$ cat config.mk
export PLATFORM = sky130hd
export DESIGN_NAME = cpu_transfer_bit_flag_ops
export DESIGN_NICKNAME = d
export VERILOG_FILES = /design/src/rtl/exec_pkg.sv /design/src/rtl/exec_regfile.sv /design/src/rtl/exec_alu.sv /design/src/rtl/cpu_transfer_bit_flag_ops.sv
export SDC_FILE = /design/constraint.sdc
export NUM_CORES = 1
export LEC_CHECK = 0
export ABC_AREA = 1
export ABC_CLOCK_PERIOD_IN_PS = 7150
export BUFFER_PORTS_ARGS = -buffer_cell sky130_fd_sc_hd__buf_2
export CAP_MARGIN = 20
export CORE_ASPECT_RATIO = 2
export CORE_MARGIN = 2
export CORE_UTILIZATION = 34
export CTS_CLUSTER_SIZE = 14
export DETAILED_ROUTE_END_ITERATION = 16
export SYNTH_ARGS = -nofsm -noshare
export SYNTH_HDL_FRONTEND = slang
export SYNTH_SLANG_ARGS = --single-unit
$ cat constraint.sdc
create_clock -name aclk -period 7.15 [get_ports aclk]
set_input_delay 0.715 -clock aclk [delete_from_list [all_inputs] [get_ports aclk]]
set_output_delay 0.715 -clock aclk [all_outputs]
set_load 0.01 [all_outputs]
$ cat src/rtl/exec_pkg.sv
// constants, opcodes and register map for the transfer/bit/flag execution unit
package exec_pkg;

   // register bus geometry
   localparam int         AXI_AW       = 8;
   localparam logic [1:0] RESP_OKAY    = 2'h0;
   localparam logic [1:0] RESP_SLVERR  = 2'h2;

   // register byte offsets
   localparam logic [7:0] CMD_OFS      = 8'h00;
   localparam logic [7:0] STATUS_OFS   = 8'h04;
   localparam logic [7:0] FLAGS_OFS    = 8'h08;
   localparam logic [7:0] ZPTR_OFS     = 8'h0C;
   localparam logic [7:0] SPTR_OFS     = 8'h10;
   localparam logic [7:0] RFACC_OFS    = 8'h14;

   // command word and register-access word field positions
   localparam int CMD_OP_LSB   = 0;
   localparam int CMD_RD_LSB   = 8;
   localparam int CMD_RR_LSB   = 16;
   localparam int CMD_BIT_LSB  = 21;
   localparam int CMD_IO_LSB   = 24;
   localparam int RFACC_DAT_LSB = 8;
   localparam int RFACC_WE_BIT  = 16;

   // status flag positions
   localparam int FLAG_C = 0;
   localparam int FLAG_Z = 1;
   localparam int FLAG_N = 2;
   localparam int FLAG_V = 3;
   localparam int FLAG_S = 4;
   localparam int FLAG_H = 5;
   localparam int FLAG_T = 6;
   localparam int FLAG_I = 7;

   // values after reset
   localparam logic [7:0]  FLAGS_RST = 8'h00;
   localparam logic [15:0] ZPTR_RST  = 16'h0000;
   localparam logic [15:0] SPTR_RST  = 16'h0FFF;
   localparam logic [31:0] CMD_RST   = 32'h0000_0000;

   // opcodes; 6'h20..6'h27 force flag op[2:0] to one, 6'h28..6'h2F to zero
   localparam logic [5:0] OP_NOP   = 6'h00;
   localparam logic [5:0] OP_IN    = 6'h01;
   localparam logic [5:0] OP_OUT   = 6'h02;
   localparam logic [5:0] OP_PUSH  = 6'h03;
   localparam logic [5:0] OP_POP   = 6'h04;
   localparam logic [5:0] OP_EXCH  = 6'h05;
   localparam logic [5:0] OP_LOR   = 6'h06;
   localparam logic [5:0] OP_LANDN = 6'h07;
   localparam logic [5:0] OP_LXOR  = 6'h08;
   localparam logic [5:0] OP_SLL   = 6'h09;
   localparam logic [5:0] OP_SRL   = 6'h0A;
   localparam logic [5:0] OP_RLC   = 6'h0B;
   localparam logic [5:0] OP_RRC   = 6'h0C;
   localparam logic [5:0] OP_SRA   = 6'h0D;
   localparam logic [5:0] OP_NIB   = 6'h0E;
   localparam logic [5:0] OP_FONE  = 6'h0F;
   localparam logic [5:0] OP_FZERO = 6'h10;
   localparam logic [5:0] OP_IOHI  = 6'h11;
   localparam logic [5:0] OP_IOLO  = 6'h12;
   localparam logic [5:0] OP_TSTO  = 6'h13;
   localparam logic [5:0] OP_TLD   = 6'h14;
   localparam logic [5:0] OP_BRK   = 6'h15;
   localparam logic [5:0] OP_SLP   = 6'h16;
   localparam logic [5:0] OP_WDOG  = 6'h17;
   localparam logic [1:0] OP_DFLAG_HI = 2'h2;

   // execution sequencer states, gray along idle-exec-mem-extra
   typedef enum logic [1:0] {
      ST_IDLE = 2'b00,
      ST_EXEC = 2'b01,
      ST_MEM  = 2'b11,
      ST_XTRA = 2'b10
   } state_e;

endpackage

$ cat src/rtl/exec_regfile.sv
// working register file with registered read ports
`timescale 1ns/10ps
`default_nettype none
module exec_regfile #(
   parameter int DEPTH = 32,
   parameter int AW    = 5
) (
   input  wire logic          aclk,
   input  wire logic          we,
   input  wire logic [AW-1:0] waddr,
   input  wire logic [7:0]    wdata,
   input  wire logic [AW-1:0] raddr_a,
   output logic      [7:0]    rdata_a,
   input  wire logic [AW-1:0] raddr_b,
   output logic      [7:0]    rdata_b
);
   logic [7:0] mem [DEPTH];

   // write port; contents are undefined until software loads them
   always_ff @(posedge aclk) begin
      if (we) begin
         mem[waddr] <= wdata;
      end
   end

   // read data come out of registers, one cycle after the address
   always_ff @(posedge aclk) begin
      rdata_a <= mem[raddr_a];
      rdata_b <= mem[raddr_b];
   end
endmodule // exec_regfile
`default_nettype wire

$ cat src/rtl/exec_alu.sv
// combinational bit, shift, flag and atomic-merge datapath
`timescale 1ns/10ps
`default_nettype none
module exec_alu import exec_pkg::*; (
   input  wire logic [5:0] op,
   input  wire logic [7:0] a,
   input  wire logic [7:0] m,
   input  wire logic [2:0] sel,
   input  wire logic [7:0] flags_in,
   output logic      [7:0] res,
   output logic      [7:0] flags_out,
   output logic      [7:0] mem_out
);
   // one case per operation or shift family; flags not named by an operation pass through
   always_comb begin
      res       = a;
      flags_out = flags_in;
      mem_out   = m;
      case (op)
         OP_SLL, OP_RLC: begin
            res = {a[6:0], (op == OP_RLC) ? flags_in[FLAG_C] : 1'b0};
            flags_out[FLAG_C] = a[7];
            flags_out[FLAG_H] = a[3];
            flags_out[FLAG_N] = res[7];
            flags_out[FLAG_V] = res[7] ^ a[7];
            flags_out[FLAG_Z] = (res == 8'h00);
         end
         OP_SRL, OP_RRC, OP_SRA: begin
            res = {(op == OP_RRC) ? flags_in[FLAG_C] : ((op == OP_SRA) ? a[7] : 1'b0), a[7:1]};
            flags_out[FLAG_C] = a[0];
            flags_out[FLAG_N] = res[7];
            flags_out[FLAG_V] = res[7] ^ a[0];
            flags_out[FLAG_Z] = (res == 8'h00);
         end
         OP_NIB:   res = {a[3:0], a[7:4]};
         OP_TLD:   res[sel] = flags_in[FLAG_T];
         OP_TSTO:  flags_out[FLAG_T] = a[sel];
         OP_FONE:  flags_out[sel] = 1'b1;
         OP_FZERO: flags_out[sel] = 1'b0;
         OP_IOHI:  res = m | (8'h01 << sel);
         OP_IOLO:  res = m & ~(8'h01 << sel);
         OP_EXCH: begin
            res     = m;
            mem_out = a;
         end
         OP_LOR: begin
            res     = m;
            mem_out = a | m;
         end
         OP_LANDN: begin
            res     = m;
            mem_out = ~a & m;
         end
         OP_LXOR: begin
            res     = m;
            mem_out = a ^ m;
         end
         default: begin
            // dedicated single-flag forms: carry..interrupt, overflow, half-carry, transfer
            if (op[5:4] == OP_DFLAG_HI) begin
               flags_out[op[2:0]] = ~op[3];
            end
         end
      endcase
   end
endmodule // exec_alu
`default_nettype wire

$ cat src/rtl/cpu_transfer_bit_flag_ops.sv
// execution unit for transfer, stack, atomic, bit, flag and control operations
//
// Local design decisions: the address map and the AXI4-Lite register port.
`timescale 1ns/10ps
`default_nettype none
module cpu_transfer_bit_flag_ops import exec_pkg::*; #(
   parameter int          RF_DEPTH         = 32,
   parameter logic [63:0] EXTRA_CYCLE_OPS  = 64'h0000_0000_0000_0000,
   parameter logic [15:0] SRAM_BASE        = 16'h2000,
   parameter logic [15:0] SRAM_TOP         = 16'h3FFF
) (
   input  wire logic              aclk,
   input  wire logic              aresetn,
   input  wire logic              awvalid,
   output logic                   awready,
   input  wire logic [AXI_AW-1:0] awaddr,
   input  wire logic [2:0]        awprot,
   input  wire logic              wvalid,
   output logic                   wready,
   input  wire logic [31:0]       wdata,
   input  wire logic [3:0]        wstrb,
   output logic                   bvalid,
   input  wire logic              bready,
   output logic      [1:0]        bresp,
   input  wire logic              arvalid,
   output logic                   arready,
   input  wire logic [AXI_AW-1:0] araddr,
   input  wire logic [2:0]        arprot,
   output logic                   rvalid,
   input  wire logic              rready,
   output logic      [31:0]       rdata,
   output logic      [1:0]        rresp,
   output logic                   dmem_req,
   output logic                   dmem_we,
   output logic      [15:0]       dmem_addr,
   output logic      [7:0]        dmem_wdata,
   input  wire logic [7:0]        dmem_rdata,
   input  wire logic              dmem_ready,
   output logic                   io_req,
   output logic                   io_we,
   output logic      [5:0]        io_addr,
   output logic      [7:0]        io_wdata,
   input  wire logic [7:0]        io_rdata,
   output logic                   break_pulse,
   output logic                   sleep_pulse,
   output logic                   wdt_restart_pulse
);
   localparam int RF_AW = $clog2(RF_DEPTH);

   state_e            state_r;
   logic              aw_got_r;
   logic              w_got_r;
   logic [AXI_AW-1:0] waddr_r;
   logic [31:0]       wbuf_r;
   logic [3:0]        wstrb_r;
   logic [31:0]       cmd_r;
   logic [7:0]        flags_r;
   logic [15:0]       zptr_r;
   logic [15:0]       sptr_r;
   logic [4:0]        rf_sel_r;
   logic [7:0]        op_a_r;
   logic [7:0]        cyc_r;
   logic [7:0]        wa;
   logic [7:0]        ra;
   logic [31:0]       old_word;
   logic [31:0]       new_word;
   logic              wr_do;
   logic              wr_err;
   logic              wr_ok;
   logic              start;
   logic              busy;
   logic [5:0]        op;
   logic [2:0]        bsel;
   logic              rf_we;
   logic [RF_AW-1:0]  rf_waddr;
   logic [7:0]        rf_wdata;
   logic [RF_AW-1:0]  rf_raddr_a;
   logic [RF_AW-1:0]  rf_raddr_b;
   logic [7:0]        rf_a;
   logic [7:0]        rf_b;
   logic [7:0]        alu_a;
   logic [7:0]        alu_m;
   logic [7:0]        alu_res;
   logic [7:0]        alu_flags;
   logic [7:0]        alu_mem;
   logic              is_atomic;
   logic              mem_done;
   logic              in_sram;

   // byte-lane merge of a bus write into an existing register value
   function automatic logic [31:0] merge_lanes(input logic [31:0] old_v, input logic [31:0] new_v,
                                               input logic [3:0] strb);
      logic [31:0] r;
      r = old_v;
      for (int i = 0; i < 4; i++) begin
         if (strb[i]) begin
            r[i*8 +: 8] = new_v[i*8 +: 8];
         end
      end
      return r;
   endfunction

   // ---------------- register bus, write side ----------------
   assign wa    = {waddr_r[AXI_AW-1:2], 2'b00};
   assign wr_do = aw_got_r && w_got_r && !bvalid;
   assign busy  = (state_r != ST_IDLE) || dmem_req;
   assign op    = cmd_r[CMD_OP_LSB +: 6];
   assign bsel  = cmd_r[CMD_BIT_LSB +: 3];

   // writable registers are refused while an instruction is in flight
   always_comb begin
      case (wa)
         CMD_OFS:   old_word = cmd_r;
         FLAGS_OFS: old_word = {24'h00_0000, flags_r};
         ZPTR_OFS:  old_word = {16'h0000, zptr_r};
         SPTR_OFS:  old_word = {16'h0000, sptr_r};
         RFACC_OFS: old_word = {27'h000_0000, rf_sel_r};
         default:   old_word = 32'h0000_0000;
      endcase
      wr_err = busy || !(wa == CMD_OFS || wa == FLAGS_OFS || wa == ZPTR_OFS ||
                         wa == SPTR_OFS || wa == RFACC_OFS);
   end
   assign new_word = merge_lanes(old_word, wbuf_r, wstrb_r);
   assign wr_ok    = wr_do && !wr_err;
   assign start    = wr_ok && (wa == CMD_OFS);

   // address channel: held until the paired data arrive
   always_ff @(posedge aclk) begin
      if (!aresetn) begin
         awready  <= 1'b0;
         aw_got_r <= 1'b0;
         waddr_r  <= '0;
      end else if (awvalid && awready) begin
         awready  <= 1'b0;
         aw_got_r <= 1'b1;
         waddr_r  <= awaddr;
      end else begin
         if (wr_do) begin
            aw_got_r <= 1'b0;
         end
         awready <= !aw_got_r || wr_do;
      end
   end

   // data channel, taken independently of the address
   always_ff @(posedge aclk) begin
      if (!aresetn) begin
         wready  <= 1'b0;
         w_got_r <= 1'b0;
         wbuf_r  <= 32'h0000_0000;
         wstrb_r <= 4'h0;
      end else if (wvalid && wready) begin
         wready  <= 1'b0;
         w_got_r <= 1'b1;
         wbuf_r  <= wdata;
         wstrb_r <= wstrb;
      end else begin
         if (wr_do) begin
            w_got_r <= 1'b0;
         end
         wready <= !w_got_r || wr_do;
      end
   end

   // write response, one cycle after both halves are held
   always_ff @(posedge aclk) begin
      if (!aresetn) begin
         bvalid <= 1'b0;
         bresp  <= RESP_OKAY;
      end else if (wr_do) begin
         bvalid <= 1'b1;
         bresp  <= wr_err ? RESP_SLVERR : RESP_OKAY;
      end else if (bready) begin
         bvalid <= 1'b0;
      end
   end

   // ---------------- register bus, read side ----------------
   assign ra = {araddr[AXI_AW-1:2], 2'b00};

   always_ff @(posedge aclk) begin
      if (!aresetn) begin
         arready <= 1'b0;
         rvalid  <= 1'b0;
         rdata   <= 32'h0000_0000;
         rresp   <= RESP_OKAY;
      end else if (arvalid && arready) begin
         arready <= 1'b0;
         rvalid  <= 1'b1;
         rresp   <= RESP_OKAY;
         case (ra)
            CMD_OFS:    rdata <= cmd_r;
            STATUS_OFS: rdata <= {8'h00, cyc_r, 7'h00, busy, flags_r};
            FLAGS_OFS:  rdata <= {24'h00_0000, flags_r};
            ZPTR_OFS:   rdata <= {16'h0000, zptr_r};
            SPTR_OFS:   rdata <= {16'h0000, sptr_r};
            RFACC_OFS:  rdata <= {19'h0_0000, rf_sel_r, rf_a};
            default: begin
               rdata <= 32'h0000_0000;
               rresp <= RESP_SLVERR;
            end
         endcase
      end else if (rvalid && rready) begin
         rvalid  <= 1'b0;
         arready <= 1'b1;
      end else if (!rvalid) begin
         arready <= 1'b1;
      end
   end

   // ---------------- software-visible state ----------------
   always_ff @(posedge aclk) begin
      if (!aresetn) begin
         cmd_r    <= CMD_RST;
         zptr_r   <= ZPTR_RST;
         rf_sel_r <= 5'h00;
      end else if (wr_ok) begin
         if (wa == CMD_OFS)   cmd_r    <= new_word;
         if (wa == ZPTR_OFS)  zptr_r   <= new_word[15:0];
         if (wa == RFACC_OFS) rf_sel_r <= new_word[4:0];
      end
   end

   // flags: software load when idle, otherwise result of the executing op
   always_ff @(posedge aclk) begin
      if (!aresetn) begin
         flags_r <= FLAGS_RST;
      end else if (wr_ok && wa == FLAGS_OFS) begin
         flags_r <= new_word[7:0];
      end else if (state_r == ST_EXEC) begin
         flags_r <= alu_flags;
      end
   end

   // stack pointer moves down on push, up before a pop read
   always_ff @(posedge aclk) begin
      if (!aresetn) begin
         sptr_r <= SPTR_RST;
      end else if (wr_ok && wa == SPTR_OFS) begin
         sptr_r <= new_word[15:0];
      end else if (state_r == ST_EXEC && op == OP_PUSH) begin
         sptr_r <= sptr_r - 16'h0001;
      end else if (state_r == ST_EXEC && op == OP_POP) begin
         sptr_r <= sptr_r + 16'h0001;
      end
   end

   // ---------------- sequencer ----------------
   assign is_atomic = (op == OP_EXCH) || (op == OP_LOR) || (op == OP_LANDN) || (op == OP_LXOR);
   assign mem_done  = dmem_req && dmem_ready;
   assign in_sram   = (dmem_addr >= SRAM_BASE) && (dmem_addr <= SRAM_TOP);

   // one exec cycle for all ops; pop and atomics add a read cycle, stretched by a slow memory
   always_ff @(posedge aclk) begin
      if (!aresetn) begin
         state_r <= ST_IDLE;
      end else begin
         case (state_r)
            ST_IDLE: if (start) state_r <= ST_EXEC;
            ST_EXEC: state_r <= (op == OP_POP || is_atomic) ? ST_MEM : ST_IDLE;
            ST_MEM: begin
               if (mem_done) begin
                  state_r <= (EXTRA_CYCLE_OPS[op] && in_sram) ? ST_XTRA : ST_IDLE;
               end
            end
            ST_XTRA: state_r <= ST_IDLE;
            default: state_r <= ST_IDLE;
         endcase
      end
   end

   // cycles spent by the last instruction, shown in the status word
   always_ff @(posedge aclk) begin
      if (!aresetn) begin
         cyc_r <= 8'h00;
      end else if (start) begin
         cyc_r <= 8'h00;
      end else if (state_r != ST_IDLE) begin
         cyc_r <= cyc_r + 8'h01;
      end
   end

   // rd operand kept for the atomic memory write after the memory read returns
   always_ff @(posedge aclk) begin
      if (!aresetn) begin
         op_a_r <= 8'h00;
      end else if (state_r == ST_EXEC) begin
         op_a_r <= rf_a;
      end
   end

   // ---------------- datapath ----------------
   assign rf_raddr_a = start ? new_word[CMD_RD_LSB +: RF_AW] : rf_sel_r[RF_AW-1:0];
   assign rf_raddr_b = new_word[CMD_RR_LSB +: RF_AW];
   assign alu_a      = (state_r == ST_MEM) ? op_a_r : rf_a;
   assign alu_m      = (state_r == ST_MEM) ? dmem_rdata : io_rdata;

   exec_regfile #(
      .DEPTH (RF_DEPTH),
      .AW    (RF_AW)
   ) u_rf (
      .aclk    (aclk),
      .we      (rf_we),
      .waddr   (rf_waddr),
      .wdata   (rf_wdata),
      .raddr_a (rf_raddr_a),
      .rdata_a (rf_a),
      .raddr_b (rf_raddr_b),
      .rdata_b (rf_b)
   );

   exec_alu u_alu (
      .op        (op),
      .a         (alu_a),
      .m         (alu_m),
      .sel       (bsel),
      .flags_in  (flags_r),
      .res       (alu_res),
      .flags_out (alu_flags),
      .mem_out   (alu_mem)
   );

   // register write-back: exec result, returning memory byte, or software load
   always_comb begin
      rf_we    = 1'b0;
      rf_waddr = cmd_r[CMD_RD_LSB +: RF_AW];
      rf_wdata = alu_res;
      if (state_r == ST_EXEC && (op == OP_IN || op == OP_NIB || op == OP_TLD ||
                                 (op >= OP_SLL && op <= OP_SRA))) begin
         rf_we    = 1'b1;
         rf_wdata = (op == OP_IN) ? io_rdata : alu_res;
      end else if (state_r == ST_MEM && mem_done) begin
         rf_we    = 1'b1;
         rf_wdata = dmem_rdata;
      end else if (wr_ok && wa == RFACC_OFS && new_word[RFACC_WE_BIT]) begin
         rf_we    = 1'b1;
         rf_waddr = new_word[RF_AW-1:0];
         rf_wdata = new_word[RFACC_DAT_LSB +: 8];
      end
   end

   // data memory port: request stands until the memory answers ready
   always_ff @(posedge aclk) begin
      if (!aresetn) begin
         dmem_req   <= 1'b0;
         dmem_we    <= 1'b0;
         dmem_addr  <= 16'h0000;
         dmem_wdata <= 8'h00;
      end else begin
         if (mem_done) begin
            dmem_req <= 1'b0;
         end
         if (state_r == ST_EXEC && op == OP_PUSH) begin
            dmem_req   <= 1'b1;
            dmem_we    <= 1'b1;
            dmem_addr  <= sptr_r;
            dmem_wdata <= rf_b;
         end else if (state_r == ST_EXEC && op == OP_POP) begin
            dmem_req  <= 1'b1;
            dmem_we   <= 1'b0;
            dmem_addr <= sptr_r + 16'h0001;
         end else if (state_r == ST_EXEC && is_atomic) begin
            dmem_req  <= 1'b1;
            dmem_we   <= 1'b0;
            dmem_addr <= zptr_r;
         end else if (state_r == ST_MEM && mem_done && is_atomic) begin
            dmem_req   <= 1'b1;
            dmem_we    <= 1'b1;
            dmem_wdata <= alu_mem;
         end
      end
   end

   // i/o port: read strobe with the command, write strobe after the exec cycle
   always_ff @(posedge aclk) begin
      if (!aresetn) begin
         io_req   <= 1'b0;
         io_we    <= 1'b0;
         io_addr  <= 6'h00;
         io_wdata <= 8'h00;
      end else begin
         io_req <= 1'b0;
         io_we  <= 1'b0;
         if (start) io_addr <= new_word[CMD_IO_LSB +: 6];
         if (start && (new_word[CMD_OP_LSB +: 6] == OP_IN || new_word[CMD_OP_LSB +: 6] == OP_IOHI ||
                       new_word[CMD_OP_LSB +: 6] == OP_IOLO)) begin
            io_req  <= 1'b1;
         end else if (state_r == ST_EXEC && (op == OP_OUT || op == OP_IOHI || op == OP_IOLO)) begin
            io_req   <= 1'b1;
            io_we    <= 1'b1;
            io_wdata <= (op == OP_OUT) ? rf_b : alu_res;
         end
      end
   end

   // control strobes handed to the debug, sleep and watchdog units
   always_ff @(posedge aclk) begin
      if (!aresetn) begin
         break_pulse       <= 1'b0;
         sleep_pulse       <= 1'b0;
         wdt_restart_pulse <= 1'b0;
      end else begin
         break_pulse       <= (state_r == ST_EXEC) && (op == OP_BRK);
         sleep_pulse       <= (state_r == ST_EXEC) && (op == OP_SLP);
         wdt_restart_pulse <= (state_r == ST_EXEC) && (op == OP_WDOG);
      end
   end
endmodule // cpu_transfer_bit_flag_ops
`default_nettype wire

# ---- Yosys cells after proc, flatten, opt, wreduce, memory -nomap -nowiden
# Memories as Yosys holds them, arrays and structs flattened. A register that Yosys moved wholly into a read port is not among the register bits.
# Cells that the tools add are included.
dict set report classes {
  n_addsub 3
  n_mul 0
  div 0
  order_cmp 9
  n_eq_ne 50
  n_shift 1
  mux 83
  n_bitwise 15
  n_reduce_logical 98
}
# cell count
set op_table {}
lappend op_table {{$pmux W32 S6} 1}
lappend op_table {{$pmux W32 S5} 1}
lappend op_table {{$mux W8} 18}
lappend op_table {{$mux W16} 6}
lappend op_table {{$eq A6 B5 Y1 const B} 10}
lappend op_table {{$pmux W8 S7} 1}
lappend op_table {{$eq A6 B3 Y1 const B} 8}
lappend op_table {{$eq A6 B4 Y1 const B} 8}
lappend op_table {{$eq A6 B2 Y1 const B} 6}
lappend op_table {{$logic_not A8 Y1} 4}
lappend op_table {{$mux W1} 32}
lappend op_table {{$pmux W8 S4} 1}
lappend op_table {{$logic_and A1 B1 Y1} 29}
lappend op_table {{$and A8 B8 Y8} 3}
lappend op_table {{$not A8 Y8} 3}
lappend op_table {{$or A8 B8 Y8} 3}
lappend op_table {{$reduce_and A3 Y1} 7}
lappend op_table {{$mux W5} 4}
lappend op_table {{$pmux W4 S5} 1}
lappend op_table {{$logic_or A1 B1 Y1} 19}
lappend op_table {{$eq A6 B1 Y1 const B} 3}
lappend op_table {{$add A16 B1 Y16 const B} 1}
lappend op_table {{$bwmux W8} 2}
lappend op_table {{$ge A16 B14 Y1 const B} 1}
lappend op_table {{other kinds (39)} 87}
dict set report word_totals {
  regBits 227
  latchBits 0
  ramBits 256
  mem_bits_ro 64
  out_inout_bits 86
  memories 2
}
# memory depth word_bits read_ports rd_clocked_by_memory_dff wr line
set memory_table {}
lappend memory_table {u_rf.mem 32 8 2 2 1 exec_regfile.sv:17} ;# logic [7:0] mem [DEPTH];
lappend memory_table {{(name not given)} 64 1 1 1 0 cpu_transfer_bit_flag_ops.sv:263} ;# state_r <= (EXTRA_CYCLE_OPS[op] && in_sram) ? ST_XTRA : ST_IDLE;

# ---- Logic depth before layout (Yosys ltp)
dict set report logic_depth {
  ltp_word 16
  mapped_depth 18
  ltp_nobuf 16
}

# ---- Modules after synthesis
# Synthesis repeated with hierarchy kept, for this count alone.
dict set report hier_totals {
  hier_cells 3513
  area_unflattened_um2 26746.9
}
# module n_inst cells_each area_each_um2 seq_area_each_um2
set modules_own_cells {}
lappend modules_own_cells {exec_regfile 1 1539 13654.3 8007.7}
lappend modules_own_cells {cpu_transfer_bit_flag_ops 1 1586 11015.6 4344.2}
lappend modules_own_cells {exec_alu 1 388 2077.0 0.0}

# ---- Least setup slack after synthesis
# Ideal clock, no wire load.
dict set report synth_timing {
  kind {reg2reg}
  from {reg cmd_r[2]}
  to {mem u_rf.mem[0][2] (data pin)}
  setup_time_ns 0.377
  t_arrival_ns 2.567
  path_slack_ns 4.206
  path_stages_with_launch 13
  n_path_buf 1
  period_less_slack_ns 2.944
  cell_sequence {dfxtp_1 > inv_1 > nor2_1 > nand3_1 > nand2_1 > nor2_1 > nand2_1 > buf_2 > nor2_1 > nand2_1 > nand4_1 > nor2_1 > o211ai_1}
}
dict set report synth_between {
  elab_chain_len 6
  elab_cells_between_ends 29
  cone_classes {order compare (2); eq/ne (14); mux (5); reduce/logical (8)}
}
# item line
set synth_rtl {}
lappend synth_rtl {{start, declared} cpu_transfer_bit_flag_ops.sv:56} ;# logic [31:0] cmd_r;
lappend synth_rtl {{start signal, assigned} cpu_transfer_bit_flag_ops.sv:218} ;# if (wa == CMD_OFS) cmd_r <= new_word;
lappend synth_rtl {{$eq A6 B3 Y1, or another cell as far along} exec_alu.sv:19} ;# case (op)
lappend synth_rtl {{$reduce_or A4 Y1 (no line), or another cell as far along} -}
lappend synth_rtl {{$pmux W8 S7 / $logic_or A1 B1 Y1 (equally long branches)} {exec_alu.sv:19, cpu_transfer_bit_flag_ops.sv:328}}
lappend synth_rtl {{$mux W8 / $logic_or A1 B1 Y1 (equally long branches)} {cpu_transfer_bit_flag_ops.sv:335, cpu_transfer_bit_flag_ops.sv:328}}
lappend synth_rtl {{$mux W8 / $logic_and A1 B1 Y1 (equally long branches)} {cpu_transfer_bit_flag_ops.sv:332, cpu_transfer_bit_flag_ops.sv:328}}
lappend synth_rtl {{$mux W8 *} cpu_transfer_bit_flag_ops.sv:328} ;# if (state_r == ST_EXEC && (op == OP_IN || op == OP_NIB || op == OP_TLD ||
lappend synth_rtl {{named net rf_wdata[2]} cpu_transfer_bit_flag_ops.sv:76} ;# logic [7:0] rf_wdata;
lappend synth_rtl {{end, declared} exec_regfile.sv:17}
# Mark *: on every way through the listed nets, which the timed path passes. The rest lies on a longest branch.

# ---- Final worst setup path
dict set report layout_timing {
  from {reg waddr_r[3]}
  to {mem u_rf.mem[19][5] (enable)}
}
dict set report layout_between {
  elab_chain_len 16
  elab_cells_between_ends 26
  cone_classes {eq/ne (4); mux (11); reduce/logical (11)}
}
# item line
set layout_rtl {}
lappend layout_rtl {{start, declared} cpu_transfer_bit_flag_ops.sv:53} ;# logic [AXI_AW-1:0] waddr_r;
lappend layout_rtl {{start signal, assigned} cpu_transfer_bit_flag_ops.sv:136} ;# waddr_r <= awaddr;
lappend layout_rtl {{$eq A6 B2 Y1 / $logic_not A8 Y1 (equally long branches)} {cpu_transfer_bit_flag_ops.sv:112, cpu_transfer_bit_flag_ops.sv:120}}
lappend layout_rtl {{$logic_or A1 B1 Y1 (3 in series)} cpu_transfer_bit_flag_ops.sv:120} ;# wr_err = busy || !(wa == CMD_OFS || wa == FLAGS_OFS || wa == ZPTR_OFS ||
lappend layout_rtl {{$logic_or A1 B1 Y1} cpu_transfer_bit_flag_ops.sv:121} ;# wa == SPTR_OFS || wa == RFACC_OFS);
lappend layout_rtl {{$logic_not A1 Y1} cpu_transfer_bit_flag_ops.sv:120}
lappend layout_rtl {{$logic_or A1 B1 Y1} cpu_transfer_bit_flag_ops.sv:120}
lappend layout_rtl {{$logic_not A1 Y1} cpu_transfer_bit_flag_ops.sv:124} ;# assign wr_ok = wr_do && !wr_err;
lappend layout_rtl {{$logic_and A1 B1 Y1} cpu_transfer_bit_flag_ops.sv:124}
lappend layout_rtl {{$logic_and A1 B1 Y1 (2 in series)} cpu_transfer_bit_flag_ops.sv:335} ;# end else if (wr_ok && wa == RFACC_OFS && new_word[RFACC_WE_BIT]) begin
lappend layout_rtl {{$mux W1} cpu_transfer_bit_flag_ops.sv:335}
lappend layout_rtl {{$mux W1} cpu_transfer_bit_flag_ops.sv:332} ;# end else if (state_r == ST_MEM && mem_done) begin
lappend layout_rtl {{$mux W1} cpu_transfer_bit_flag_ops.sv:328}
lappend layout_rtl {{$mux W1} exec_regfile.sv:21} ;# if (we) begin
lappend layout_rtl {{$mux W1 (implied by the code)} exec_regfile.sv:22} ;# mem[waddr] <= wdata;
# Several ways; a longest one is shown, not always the timed one. The select of a mux whose other input is x is not followed.

==> reports/qor.txt <==
IO Count - 168
Max Cap Viol - 0
Final nets - 3508
Core Area - 75860 um2
Critical path class - flip-flop to flip-flop
Fin cells - 4455
Initial drt markers - 2029
H-tree levels - 2
Adder-cell area share of the yosys netlist - 0.009161
Tmin final - 4.704 ns
Largest net degree at the start of global routing - 180
First-pass GRT wire length - 155.7 mm
Hold Path Cell Cnt - 3
Postcts setup bufs - 0
XOR/XNOR Fraction of Synth Area - 0.005400
Clock root buffer - clkbuf_16
Diode count - 0
Clock share of power - 0.433
Simple-gate portion of the synthesized area - 0.2313
Post-synthesis cell count - 3337
Drt total wl - 108.1 mm
Seq/Total Area, Yosys - 0.4760
Setup_tns - 0 ns
Final setup fails - 0
Worst Hold Endpoint - wbuf_r[29]$_SDFFE_PN0P_
Worst reg2reg path endpoint - u_rf.mem[19][5]$_DFFE_PP_
Initial DRT Pass Iterations - 6
Mux cell area share after synthesis - 0.0008196
Crit path required time - 7.37 ns
DP HPWL - 78.37 mm
Routed length per instance - 24.26 um
GRT Max-Usage Layer - met2
PortBufs - 155
Synth area leaders - edfxtp_1 30%, dfxtp_1 18%, nand2_1 8.3%
Skew-Pair Late Insertion Delay - 0.61 ns
Design area - 29050 um2
Syn avg cell area - 7.777 um2
PostCTS Resize Cnt - 0
Flop-to-flop setup slack - 2.45 ns
Initial antenna violation count - 1
Mapped Area - 25950 um2
Hold_buf cts - 0
Post-DRT Antenna Nets - 0
Met3 usage - 0.03717
Met2 Use GR - 0.4755
Number of global-route vias before repair - 23945
Synth cell types - 53
Reg-to-reg startpoint - waddr_r[3]$_SDFFE_PN0P_
Seq cells post-synth - 489
Setup Skew - 0.02981 ns
Slew margin rel. - 0.2695
Worst-Margin Slew - 1.092 ns
Num CTS Buffers - 45
Worst Setup Start Kind - flip-flop
Combinational group share of total power - 0.052
Status - complete, no violations
Ys async rst share - 0
GRT Overall Usage - 0.2716
Vias per cell - 5.513
EDFF count, synth - 256
Rows - 143
Yosys top cell by area - edfxtp_1
Leakage power total - 12.13 nW
Pint - 4.401 mW
PwrDens - 199.3 nW/um2
Die W - 199.4 um
Fin. max-slew vios - 0
Placed instance count - 4373
Synth Area in Compound Gates - 0.1786
Worst-path clk slew - 0.07 ns
Hold WC Path Type - input pin to flip-flop
CTS tree - built
Worst hold slack - 0.3685 ns
Yosys warnings - 0
Highest clock rate - 0.2126 GHz
Die Span Y - 394.7 um
CP Capture Type - flip-flop
RSZ-0062 raised after global routing - no
Number of remaining DRC errors - 0
Synth top area share - 0.2962
Final Cycle Share - 0.6579
Ys flop type - edfxtp_1
Arrival time at the worst endpoint - 4.93 ns
Crit-path max FO - 179
Clock Path Buffers - 3
Worst R2R Path Depth - 12
GRT overflow - 0
DR vias - 24559
Clock sinks - 489
Area Growth Syn to Fin - 11.96%
Setup crit start - waddr_r[3]$_SDFFE_PN0P_
Met1 GRT Util - 0.2585
Switch share - 0.2399
Initial Utilization - 0.3421
P_sw - 1.389 mW
Min-delay src - wdata[29]
Peak supply drop - 0.1643 mV
Share of cells above drive strength 1 - 0.09331
Die footprint - 78690 um2
Placement Cell Area - 27560 um2
Main combinational cell family by area after synthesis - simple AND/OR/NAND/NOR gates
Final Hold Viols - 0
Gpl congestion - 1.050
Sequential share of power - 0.515
==> power by group through the flow <==
stage / registers, mW / clock network, mW / logic [mW]
after CTS: 2.98 / 2.54 / 0.293
after global routing: 2.98 / 2.64 / 0.322
after global placement: 3.04 / 0 / 0.289
final: 2.98 / 2.51 / 0.302
after floorplan: 3.03 / 0 / 0.166
after detailed placement: 3.04 / 0 / 0.292
==> per-stage QoR <==
step | setup WS, ns | total power [mW] | utilization
floorplan | 4.206 | 3.195 | -
global placement | 2.585 | 3.332 | 0.3630
detailed placement | 2.560 | 3.336 | 0.3633
CTS | 2.551 | 5.813 | 0.3825
global route | 2.284 | 5.947 | 0.3830
finish | 2.446 | 5.790 | 0.3830
==> sequential cells by signal (all words and copies together) (netlist names), 16 cells and up <==
name	cells
dmem_addr	16
rdata	32
sptr_r	16
cmd_r	32
wbuf_r	32
zptr_r	16
u_rf.mem	256
==> cell usage after synthesis, types with 13 or more instances <==
cell type / number
a21oi_1: 198
a221oi_1: 16
a22oi_1: 33
buf_2: 42
buf_4: 26
clkbuf_1: 103
dfxtp_1: 233
edfxtp_1: 256
ha_1: 19
inv_1: 434
nand2_1: 574
nand3_1: 410
nand3b_1: 34
nand4_1: 15
nor2_1: 277
nor3_1: 25
o2111ai_1: 13
o211ai_1: 41
o21ai_0: 359
o21ai_1: 20
o221ai_1: 38
o22ai_1: 49
xor2_1: 14
==> logic make-up after synthesis <==
group | Yosys count
simple gates | 1372
compound gates | 804
buf+inv | 634
flops | 489
fa+ha+maj | 19
xor+xnor | 16
mux | 2
other cells | 1
==> area by class of cell <==
type / instances / area, um2
Clock buffer: 60 / 1244
Clock inverter: 20 / 216.5
Fill cell: 8049 / 46810
Inverter: 449 / 1687
Multi-Input combinational cell: 2215 / 11070
Sequential cell: 489 / 12350
Tap cell: 1015 / 1270
Timing Repair Buffer: 207 / 1214
==> how the worst max path moves through the flow <==
| stage | end | cells after the start |
|---|---|---|
| after floorplan | u_rf.mem[0][2]$_DFFE_PP_ | 12 |
| after global placement | u_rf.mem[19][6]$_DFFE_PP_ | 12 |
| after detailed placement | u_rf.mem[19][5]$_DFFE_PP_ | 12 |
| after CTS | u_rf.mem[19][3]$_DFFE_PP_ | 12 |
| after global routing | u_rf.mem[10][1]$_DFFE_PP_ | 13 |
| final | u_rf.mem[19][5]$_DFFE_PP_ | 12 |
==> cell usage in the layout, fill, tap and decap left out, types with 6 or more instances in the layout <==
cell         n
nand4_1     15
buf_4       50
ha_1        19
nand2_2      8
nor3_1      25
xor2_1      14
o21ai_1     20
nor2_1     277
clkbuf_16   46
nand3_1    410
a21oi_1    198
nand3b_1    34
a31oi_1      8
nand2_1    573
o2111ai_1   12
o22ai_1     49
nand3_2      6
a22oi_1     33
edfxtp_1   256
inv_1      434
clkinv_2     9
buf_2      154
o221ai_1    38
o211ai_1    41
inv_2        6
nor2_2       9
a221oi_1    16
o21ai_0    359
clkbuf_1    10
dfxtp_1    233
clkinv_1    13
==> worst max-delay path, cell delays in order (launching register included) <==
cell     delay [ns]
dfxtp_1        0.40
nor2_2         0.22
inv_1          0.10
nor2_4         0.36
nand2_2        0.24
o21ai_4        0.20
buf_12         0.53
nand2_4        0.18
inv_2          0.31
nor2_1         0.11
nand2_2        0.25
nand3_2        0.39
nor2_1         0.90
==> layer usage <==
metal,up-vias,routed length (um)
met5,-,13
met3,439,5712
met1,11494,34750
li1,11513,-
met2,1111,53670
met4,2,13920
No activity file was read; power rests on OpenSTA's default activity.
